File: config.mk
export PLATFORM = sky130hd
export DESIGN_NAME = ald_datapath
export DESIGN_NICKNAME = d
export VERILOG_FILES = /design/src/pkg/ald_pkg.sv /design/src/hw/ald_datapath.sv
export SDC_FILE = /design/constraint.sdc
export NUM_CORES = 1
export LEC_CHECK = 0
export BUFFER_PORTS_ARGS = -buffer_cell sky130_fd_sc_hd__buf_2
export CELL_PAD_IN_SITES_DETAIL_PLACEMENT = 1
export CELL_PAD_IN_SITES_GLOBAL_PLACEMENT = 1
export CORE_MARGIN = 2
export CORE_UTILIZATION = 37
export DETAILED_ROUTE_END_ITERATION = 7
export GPL_ROUTABILITY_DRIVEN = 0
export HOLD_SLACK_MARGIN = 0.08
export PLACE_DENSITY = 0.88
export SLEW_MARGIN = 15
export SYNTH_ARGS = -nofsm -noshare
export SYNTH_HDL_FRONTEND = slang
export SYNTH_SLANG_ARGS = --single-unit
File: constraint.sdc
create_clock -name clk -period 3.85 [get_ports clk]
set_input_delay 0.5775 -clock clk [delete_from_list [all_inputs] [get_ports clk]]
set_output_delay 0.5775 -clock clk [all_outputs]
set_load 0.02 [all_outputs]
File: src/pkg/ald_pkg.sv
// Package of types and constants for the arithmetic and logic datapath
package ald_pkg;

	// ****************************************************************
	// Timing counts in core clocks
	// ****************************************************************
	localparam int unsigned ALD_SHORT_CYCLES = 1;   // Byte operations
	localparam int unsigned ALD_WORD_CYCLES  = 2;   // Register pair operations

	// ****************************************************************
	// Widths and reset values
	// ****************************************************************
	localparam int unsigned ALD_BYTE_W = 8;         // Byte operand width
	localparam int unsigned ALD_WORD_W = 16;        // Pair operand width
	localparam logic [5:0]  ALD_FLAGS_RST = 6'h00;  // All flags clear after reset
	localparam logic [7:0]  ALD_SIGN_BIT  = 8'h07;  // Sign position in a byte
	localparam logic [7:0]  ALD_NIB_BIT   = 8'h04;  // Carry position of a nibble sum

	// ****************************************************************
	// Operation codes
	// ****************************************************************
	typedef enum logic [3:0] {
		ALD_OP_PLUS_REG              = 4'h0,
		ALD_OP_PLUS_REG_PROPAGATE    = 4'h1,
		ALD_OP_MINUS_REG             = 4'h2,
		ALD_OP_MINUS_CONST           = 4'h3,
		ALD_OP_MINUS_REG_PROPAGATE   = 4'h4,
		ALD_OP_MINUS_CONST_PROPAGATE = 4'h5,
		ALD_OP_WORD_PLUS_IMM         = 4'h6,
		ALD_OP_WORD_MINUS_IMM        = 4'h7,
		ALD_OP_MASK_REG              = 4'h8,
		ALD_OP_MASK_CONST            = 4'h9
	} ald_op_t;

	// ****************************************************************
	// Sequencer states, one-hot
	// ****************************************************************
	typedef enum logic [1:0] {
		ALD_ST_IDLE    = 2'h1,      // Ready for an operation
		ALD_ST_WORD_HI = 2'h2       // Second clock of a pair operation
	} ald_state_t;

	// ****************************************************************
	// Carriers
	// ****************************************************************
	// Request from the decoder, with operands read from the register file
	typedef struct packed {
		logic        valid;     // Operation offered
		ald_op_t     op;        // Operation code
		logic [7:0]  dst;       // Destination register value
		logic [7:0]  src;       // Source register value
		logic [7:0]  imm;       // Constant
		logic [15:0] pair;      // High:low register pair value
	} ald_req_t;

	// Status flags
	typedef struct packed {
		logic h;                // nibble_propagate
		logic s;                // polarity_bit
		logic v;                // twos_wrap_flag
		logic n;                // msb_flag
		logic z;                // result_null_flag
		logic c;                // propagate_bit
	} ald_flags_t;

	// Answer to the register file
	typedef struct packed {
		logic        done;      // One-clock write-back strobe
		logic        wide;      // Write both bytes of the pair
		logic [15:0] res;       // Result, byte results in the low byte
	} ald_ans_t;

endpackage

File: src/hw/ald_datapath.sv
// Arithmetic and logic datapath for byte and register pair operations
`timescale 1ns/100ps
//
// Overview of operation
// - Register add, optional carry in, one clock
// - Register subtract, optional borrow in, one clock
// - Constant subtract, one clock, five flags
// - Constant subtract with borrow, one clock
// - Pair plus constant, two clocks, Z C N V S
// - Pair minus constant, two clocks, Z C N V S
// - AND with register or constant, Z N V
module ald_datapath
	import ald_pkg::*;
(
	input  wire logic       clk,        // Core clock
	input  wire logic       rst,        // Synchronous reset, active high
	input  wire ald_req_t   req,        // Operation request
	output ald_ans_t        ans_r,      // Write-back answer
	output ald_flags_t      flags_r,    // Status flags
	output logic            ready_r     // Request may be taken
);

	// ****************************************************************
	// State
	// ****************************************************************
	ald_state_t  state_r, state_nxt;    // Sequencer
	ald_ans_t    ans_nxt;               // Next answer
	ald_flags_t  flags_nxt;             // Next flags
	logic        ready_nxt;             // Next ready
	logic [7:0]  lo_r, lo_nxt;          // Low result byte of a pair op
	logic [7:0]  hi_r, hi_nxt;          // High operand byte of a pair op
	logic        cy_r, cy_nxt;          // Carry or borrow out of the low byte
	logic        sub_r, sub_nxt;        // Pair op subtracts
	logic        take;                  // Request taken this clock

	assign take = req.valid && ready_r;

	// ****************************************************************
	// Next-state computation
	// ****************************************************************
	always_comb begin
		logic [7:0] b;
		logic [8:0] cin9;
		logic [4:0] cin5;
		logic [8:0] r9;
		logic [4:0] r5;
		logic [7:0] r8;
		logic [15:0] w;
		b         = 8'h00;
		cin9      = 9'h000;
		cin5      = 5'h00;
		r9        = 9'h000;
		r5        = 5'h00;
		r8        = 8'h00;
		w         = 16'h0000;
		state_nxt = state_r;
		ans_nxt   = ans_r;
		flags_nxt = flags_r;            // Unlisted flags keep their value
		ready_nxt = ready_r;
		lo_nxt    = lo_r;
		hi_nxt    = hi_r;
		cy_nxt    = cy_r;
		sub_nxt   = sub_r;
		ans_nxt.done = 1'b0;
		case (state_r)
			ALD_ST_IDLE: begin
				if (take) begin
					// Second operand is the constant for const forms
					if (req.op == ALD_OP_MINUS_CONST || req.op == ALD_OP_MINUS_CONST_PROPAGATE ||
					    req.op == ALD_OP_MASK_CONST) begin
						b = req.imm;
					end else begin
						b = req.src;
					end
					// Incoming carry only for the propagate forms
					if (req.op == ALD_OP_PLUS_REG_PROPAGATE || req.op == ALD_OP_MINUS_REG_PROPAGATE ||
					    req.op == ALD_OP_MINUS_CONST_PROPAGATE) begin
						cin9 = {8'h00, flags_r.c};
						cin5 = {4'h0, flags_r.c};
					end
					case (req.op)
						// Byte additions
						ALD_OP_PLUS_REG, ALD_OP_PLUS_REG_PROPAGATE: begin
							r9 = {1'b0, req.dst} + {1'b0, b} + cin9;
							r5 = {1'b0, req.dst[3:0]} + {1'b0, b[3:0]} + cin5;
							r8 = r9[7:0];
							flags_nxt.c = r9[8];
							flags_nxt.h = r5[ALD_NIB_BIT[2:0]];
							flags_nxt.v = (req.dst[7] & b[7] & ~r8[7]) |
							              (~req.dst[7] & ~b[7] & r8[7]);
							flags_nxt.n = r8[ALD_SIGN_BIT[2:0]];
							flags_nxt.z = (r8 == 8'h00);
							ans_nxt.done = 1'b1;
							ans_nxt.wide = 1'b0;
							ans_nxt.res  = {8'h00, r8};
						end
						// Byte subtractions, register or constant
						ALD_OP_MINUS_REG, ALD_OP_MINUS_CONST, ALD_OP_MINUS_REG_PROPAGATE,
						ALD_OP_MINUS_CONST_PROPAGATE: begin
							r9 = {1'b0, req.dst} - {1'b0, b} - cin9;
							r5 = {1'b0, req.dst[3:0]} - {1'b0, b[3:0]} - cin5;
							r8 = r9[7:0];
							flags_nxt.c = r9[8];                       // Borrow out
							flags_nxt.h = r5[ALD_NIB_BIT[2:0]];        // Borrow from bit 3
							flags_nxt.v = (req.dst[7] & ~b[7] & ~r8[7]) |
							              (~req.dst[7] & b[7] & r8[7]);
							flags_nxt.n = r8[ALD_SIGN_BIT[2:0]];
							flags_nxt.z = (r8 == 8'h00);
							ans_nxt.done = 1'b1;
							ans_nxt.wide = 1'b0;
							ans_nxt.res  = {8'h00, r8};
						end
						// Bitwise AND; carry, nibble and polarity untouched
						ALD_OP_MASK_REG, ALD_OP_MASK_CONST: begin
							r8 = req.dst & b;
							flags_nxt.v = 1'b0;
							flags_nxt.n = r8[ALD_SIGN_BIT[2:0]];
							flags_nxt.z = (r8 == 8'h00);
							ans_nxt.done = 1'b1;
							ans_nxt.wide = 1'b0;
							ans_nxt.res  = {8'h00, r8};
						end
						// Pair operations: low byte now, high byte next clock
						ALD_OP_WORD_PLUS_IMM, ALD_OP_WORD_MINUS_IMM: begin
							sub_nxt = (req.op == ALD_OP_WORD_MINUS_IMM);
							if (sub_nxt) begin
								r9 = {1'b0, req.pair[7:0]} - {1'b0, req.imm};
							end else begin
								r9 = {1'b0, req.pair[7:0]} + {1'b0, req.imm};
							end
							lo_nxt    = r9[7:0];
							cy_nxt    = r9[8];
							hi_nxt    = req.pair[15:8];
							ready_nxt = 1'b0;
							state_nxt = ALD_ST_WORD_HI;
						end
						// Unknown codes are ignored
						default: begin
							ans_nxt.done = 1'b0;
						end
					endcase
				end
			end
			ALD_ST_WORD_HI: begin
				// Finish the high byte and settle the pair flags
				if (sub_r) begin
					r9 = {1'b0, hi_r} - {8'h00, cy_r};
				end else begin
					r9 = {1'b0, hi_r} + {8'h00, cy_r};
				end
				w = {r9[7:0], lo_r};
				flags_nxt.c = r9[8];
				if (sub_r) begin
					flags_nxt.v = hi_r[7] & ~w[15];
				end else begin
					flags_nxt.v = ~hi_r[7] & w[15];
				end
				flags_nxt.n = w[15];
				flags_nxt.z = (w == 16'h0000);
				flags_nxt.s = w[15] ^ flags_nxt.v;
				ans_nxt.done = 1'b1;
				ans_nxt.wide = 1'b1;
				ans_nxt.res  = w;
				ready_nxt = 1'b1;
				state_nxt = ALD_ST_IDLE;
			end
			default: begin
				state_nxt = ALD_ST_IDLE;
				ready_nxt = 1'b1;
			end
		endcase
	end

	// ****************************************************************
	// Registers
	// ****************************************************************
	always_ff @(posedge clk) begin
		if (rst) begin
			state_r <= ALD_ST_IDLE;
			ans_r   <= '0;
			flags_r <= ALD_FLAGS_RST;
			ready_r <= 1'b1;
			lo_r    <= 8'h00;
			hi_r    <= 8'h00;
			cy_r    <= 1'b0;
			sub_r   <= 1'b0;
		end else begin
			state_r <= state_nxt;
			ans_r   <= ans_nxt;
			flags_r <= flags_nxt;
			ready_r <= ready_nxt;
			lo_r    <= lo_nxt;
			hi_r    <= hi_nxt;
			cy_r    <= cy_nxt;
			sub_r   <= sub_nxt;
		end
	end
endmodule

==> results.cfg, run 1 <==
[outcome]
status = finished, final reports clean

[synthesis]
ys_warn_count = 0
syn_area_um2 = 3880
synthMuxAreaShare = 0.0252
synth_top_family_by_area = simple AND/OR/NAND/NOR gates
postSynthAreaPerCell_um2 = 7.56
synth-simple-area-share = 0.231
synth-edff-count = 0
syn_inst = 513
synth-seq-area-share = 0.227
synth_nets = 610
yosysUniqueCellTypes = 58
synth_compound_area_frac = 0.209
synth_flop_cell = dfxtp_1
synthAdderAreaFrac = 0.176
synthXorXnorAreaFrac = 0.0745
async_reset_ff_frac = 0
synth.ff_latch_count = 44

[detailed_routing]
drt_iter0_markers = 241
vias = 4129
drtAntennaViolNets = 0
drt_pass1_iterations = 5
routed_wl_um = 13000
wire_per_inst_um = 17.9
drc = 0
vias_per_cell = 5.69

[setup_path]
end_kind = flip-flop
cp.arrival_ps = 3810
slowest_delay_ps = 410
critPathCapture = ans_r[7]
crit_family = compound AO/OA/AOI/OAI gates
critPathSlowestCell = a221oi_1
reg2regPathDepth = 10
r2r_end = flags_r[1]
crit_chain = buf_2, xor2_1, o21a_1, nand2_2, buf_4, mux2_2, ha_1, inv_1, ha_1, nand3_1, a21oi_1, o21a_1, nor2_1, xnor2_1, a221oi_1, o32ai_1
worstSetupPathType = in -> reg
crit_cells = 16
crit_required_ps = 4010
start_kind = input pin
r2r-start = cy_r
crit_fanout = 8
cp_num_buf_inv = 3
startpoint = req[42]
r2r_setup_slack_ps = 770

[final_layout]
mostFrequentLayoutCells = nand2_1 (71), buf_2 (71), nor2_1 (52), a21oi_1 (45)
fin_util = 0.443
area.growth.synth_to_final_pct = 16.8
final_cells = 726
diodes = 0
final_nets = 687
drive_above_1_share = 0.183

[sta]
grt_setup_unrepaired = false
worst_pin_slew_ps = 800
fin_crit_ps = 3650
holdWs_ps = 463
slew_violations = 0
finalSetupViolations = 0
hold_viol = 0
fin_crit_sh = 0.949
finClkSkew_ps = 3.28
setup_tns_ps = 0
fmax_mhz = 274
slew-limit-headroom = 0.467

[cts]
cts-resized-gates = 0
cts_root_buf = clkbuf_8
htree_levels = 2
clk_latency_ps = 300
cts_setup_buffers = 0
cts.sinks = 44
cts_tree = done
cts_buffers = 5
clkTransAtPathRegs_ps = 80
hold_buffers = 0
clk_path_buf_depth = 2

[pwr]
peakVddDrop_v = 0.000137
finalPower_mw = 1.42
leakagePower_nw = 2.01
p_per_area_nw_per_um2 = 314

[global_routing]
antenna_found_initial = 0
grt_start_max_net_pins = 45
gr-usage-all-layers = 0.233
grt_pass1_vias = 4288
grt_pass1_wl_um = 21100
gr-total-overflow = 0

[worst_hold_path]
whs_path_depth = 2
hp-class = reg -> reg

[placed_design]
port-buffer-count = 71
place_hpwl_um = 10700
placed_cells = 719

[die]
initial_utilization = 0.379
fp-row-count = 37
die_h_um = 106
ioPinCount = 72
die_area_um2 = 11300
die_w_um = 106
core_um2 = 10200

[flow_run]
maxCapViolations = 0
worst min path at each step:
stage / to / from / slack (ps)
global route: hi_r[0] / hi_r[0] / 480
floorplan: hi_r[0] / hi_r[0] / 440
detailed placement: ans_r[16] / ans_r[16] / 450
finish: ans_r[16] / ans_r[16] / 460
global placement: ans_r[10] / ans_r[10] / 440
CTS: ans_r[16] / ans_r[16] / 460
sequential cells by signal, summed over array words and instances, names as in the netlist:
register / count
sub_r: 1
cy_r: 1
state_r: 2
lo_r: 8
hi_r: 8
flags_r: 6
ans_r: 18
cell families after synthesis:
| family | count (synthesis) |
|---|---|
| AND/OR/NAND/NOR | 194 |
| multiplexers | 9 |
| XOR/XNOR | 33 |
| AO/OA/AOI/OAI | 126 |
| buffers and inverters | 56 |
| flip-flops | 44 |
| adder cells (fa/ha/maj) | 51 |
layout make-up:
type                       count  area, µm²
sequential                    44        881
clock inverter                 1       5.00
fill                        1356       5700
clock buffer                   6       72.6
timing repair buffer          87        475
inverter                      39        146
tap                          136        170
multi-input combinational    413       2780
synthesized netlist by cell type (3+ instances only):
library cell	instances	area (µm²)
nor3_1	13	65.1
nand3_1	13	65.1
a311oi_1	4	35.0
xnor2_1	19	166
nand2b_1	6	37.5
dfxtp_1	44	881
o21a_1	5	37.5
mux2_2	6	67.6
o22ai_1	4	25.0
a31oi_1	6	37.5
a21o_1	5	37.5
xor2_1	14	123
o41ai_1	3	26.3
o221ai_1	3	26.3
buf_2	3	15.0
nor2_1	52	195
nor2b_1	8	50.1
o21ai_0	17	85.1
and3_1	3	18.8
o211ai_1	4	30.0
a22oi_1	6	45.0
fa_1	6	120
o31ai_1	4	30.0
a21oi_1	45	225
mux2i_1	3	30.0
or3_1	3	18.8
or2_2	3	18.8
nand2_1	72	270
inv_1	39	146
a211oi_1	3	22.5
nand4_1	3	18.8
ha_1	44	551
or4_1	5	37.5
clkbuf_1	13	48.8
report_power, final:
part           internal, mW  switching (mW)  leakage (nW)
registers             0.474          0.0171         0.357
clock network         0.124           0.159        0.0410
logic                 0.261           0.384          1.61
total                 0.859           0.560          2.01
stage by stage:
step,cell area [µm²],worst slack (ps)
after floorplan,3880,64.9
after global placement,4450,120
after detailed placement,4450,-27.0
after CTS,4530,268
after global routing,4530,1.57
final,4530,198
worst reg2reg max path: stages (launching register included):
cell	delay, ps
dfxtp_1	360
nor2b_1	230
inv_1	230
fa_1	490
a21o_1	180
a21oi_1	210
xor2_1	250
nand4_1	120
or3_1	360
or4_1	470
o211ai_1	120
layer usage:
metal  vias up  share of wire  global-route usage
met3        28          0.055              0.0313
met1      2007           0.45               0.304
met5         -              0                   0
met2       146           0.47               0.397
met4         0          0.024              0.0714
li1       1948              -                   -
Note: power is estimated with default switching activity, not from simulation.
==> inputs of run 2 (changes only) <==
ABC_AREA = 1   (was not set)
CORE_MARGIN = not set   (was 2)
PLACE_DENSITY = 0.89   (was 0.88)
==> results.cfg, run 2 <==
[worst_hold_path]
whs_path_depth = 2
min-delay-start = ans_r[14]
hold_end = ans_r[14]
hp-class = reg -> reg

[detailed_routing]
vias_per_cell = 5.45
vias = 4597
wire_per_inst_um = 17.3
routed_wl_um = 14600
drc = 0
drtAntennaViolNets = 0
drt_pass1_iterations = 5
drt_iter0_markers = 367

[final_layout]
final_nets = 799
final_common_cell = nand2_1
final_area_um2 = 4840
largest_reg_flops = 18
reg_top3 = ans_r (18), hi_r (8), lo_r (8)
area.growth.synth_to_final_pct = 15.7
fin_util = 0.443
drive_above_1_share = 0.168
mostFrequentLayoutCells = nand2_1 (125), inv_1 (96), buf_2 (71), nor2_1 (69), a21oi_1 (45)
regMostFlops = ans_r
diodes = 0

[die]
ioPinCount = 72
fp-row-count = 38
initial_utilization = 0.383
die_w_um = 108
die_area_um2 = 11700
core_um2 = 10900
die_h_um = 108

[setup_path]
worstSetupPathType = in -> reg
crit_required_ps = 4040
crit_chain = buf_2, inv_2, nand2_1, nand2_2, nand2_4, inv_4, nor2_8, nor2_8, mux2_1, ha_1, inv_1, ha_1, a21oi_2, nor2_1, nor2_1, nand2_1, nand2_1, nand2_1, nand3_1, nand3_1, nand2_1, nand3_1, nand2_1, inv_1
end_kind = flip-flop
r2r_end = flags_r[1]
r2r_setup_slack_ps = 1050
crit_fanout = 14
r2r-start = flags_r[0]
cp.arrival_ps = 3760
slowest_delay_ps = 390
critPathSlowestCell = mux2_1
cp_common_cell = nand2_1
start_kind = input pin
reg2regPathDepth = 16

[global_routing]
use_met3 = 0.0344
use_met2 = 0.452
grt_pass1_vias = 4767
antenna_found_initial = 0
gr-total-overflow = 0
grtUsageMet1 = 0.328
grt_pass1_wl_um = 23700
busiest_layer = met2
grt_start_max_net_pins = 30
gr-usage-all-layers = 0.255

[pwr]
switching_share = 0.390
pwr-share-clk = 0.299
leakagePower_nw = 2.53
p_per_area_nw_per_um2 = 352
peakVddDrop_v = 0.000219
internal_power_mw = 1.04
seqPwrFrac = 0.286
comb_power_share = 0.414
p_sw_mw = 0.666

[synthesis]
synth.ff_latch_count = 44
async_reset_ff_frac = 0
yosys-top-cells-area = dfxtp_1 (21%), ha_1 (13%), nand2_1 (11%)
syn_area_um2 = 4190
postSynthAreaPerCell_um2 = 6.61
synth_top_area_share = 0.210
ys_warn_count = 0
synth_nets = 730
synth-seq-area-share = 0.210
yosysUniqueCellTypes = 48
synth_flop_cell = dfxtp_1
syn_inst = 633
synth_top_area_cell = dfxtp_1
synth_most_common_cell = nand2_1
synth_common_cells = nand2_1 (125), inv_1 (96), nor2_1 (69)
synth-edff-count = 0

[sta]
fin_crit_ps = 3570
fin_crit_sh = 0.928
holdWs_ps = 466
finalSetupViolations = 0
fmax_mhz = 280
setup_tns_ps = 0
slew_violations = 0
grt_setup_unrepaired = false
setup_slack_ps = 279
slew-limit-headroom = 0.624
finClkSkew_ps = 6.53
hold_viol = 0
worst_pin_slew_ps = 564

[cts]
cts_tree = done
clkTransAtPathRegs_ps = 60
clk_path_buf_depth = 2
cts_root_buf = clkbuf_16
cts.sinks = 44
htree_levels = 2
cts_setup_buffers = 0
clk_latency_ps = 290
cts_buffers = 5

[flow_run]
maxCapViolations = 0

[placed_design]
port-buffer-count = 71
place_area_um2 = 4660
place_ws_ps = 11.1
place_hpwl_um = 11500

[outcome]
status = finished, final reports clean
-- run 2: changes by cell type after synthesis, moves of 8 or more --
cell | previous run | this run
clkbuf_1 | 13 | 3
inv_1 | 39 | 96
inv_2 | 0 | 12
nand2_1 | 72 | 125
nand3_1 | 13 | 38
nand4_1 | 3 | 14
nor2_1 | 52 | 69
nor2b_1 | 8 | 0
nor3_1 | 13 | 4
o21ai_0 | 17 | 34
xnor2_1 | 19 | 10
-- run 2: kinds of logic after synthesis --
group	synth area share
AOI/OAI and AO/OA	0.168
xor gates and xnor gates	0.0418
adders and majority gates	0.160
buffers and inverters	0.118
DFF	0.210
muxes	0.00538
and+or+nand+nor	0.296
-- run 2: metrics by stage --
| stage | cells | power (mW) |
|---|---|---|
| final | 843 | 1.71 |
| after global routing | 843 | 1.80 |
| after CTS | 843 | 1.69 |
| after detailed placement | 835 | 1.18 |
| after global placement | 835 | 1.14 |
| after floorplan | 633 | 0.980 |
-- run 2: worst max-delay path by stage --
stage	start	end	slack [ps]	cells after the start
after floorplan	req[41]	flags_r[1]	600	21
after global placement	req[43]	flags_r[1]	180	24
after detailed placement	req[43]	ans_r[7]	10	21
after CTS	req[43]	ans_r[7]	290	21
after global routing	req[43]	flags_r[3]	30	24
final	req[43]	flags_r[1]	280	24
-- run 2: per-layer routing --
layer,vias to the layer above,wire (µm),share of wire
li1,2197,-,-
met1,2217,6670,0.46
met2,155,6990,0.48
met3,28,658,0.045
met4,0,236,0.016
met5,-,0,0
-- run 2: power by group through the flow --
stage	registers, mW	clock network (mW)	logic (mW)
after global routing	0.490	0.528	0.781
after floorplan	0.507	0	0.473
after global placement	0.497	0	0.643
final	0.489	0.511	0.707
after detailed placement	0.498	0	0.681
after CTS	0.488	0.511	0.692
-- run 2: critical path, delay by kind of cell --
family / cells / cell delay, ps
buffers and inverters: 5 / 490
and+or+nand+nor: 15 / 1390
muxes: 1 / 390
AOI/OAI and AO/OA: 1 / 220
adders and majority gates: 2 / 710
-- run 2: cell type report --
class / instances / area [µm²]
tap: 140 / 175
clock inverter: 2 / 38.8
clock buffer: 6 / 139
multi-input combinational: 468 / 2820
fill: 1504 / 6090
timing repair buffer: 73 / 370
sequential: 44 / 881
inverter: 110 / 418
-- run 2: repair_timing --
| action | in CTS | in global routing |
|---|---|---|
| hold buffers | 0 | 0 |
| gates resized for setup | 0 | 3 |
| endpoints found under the setup margin | 0 | 4 |
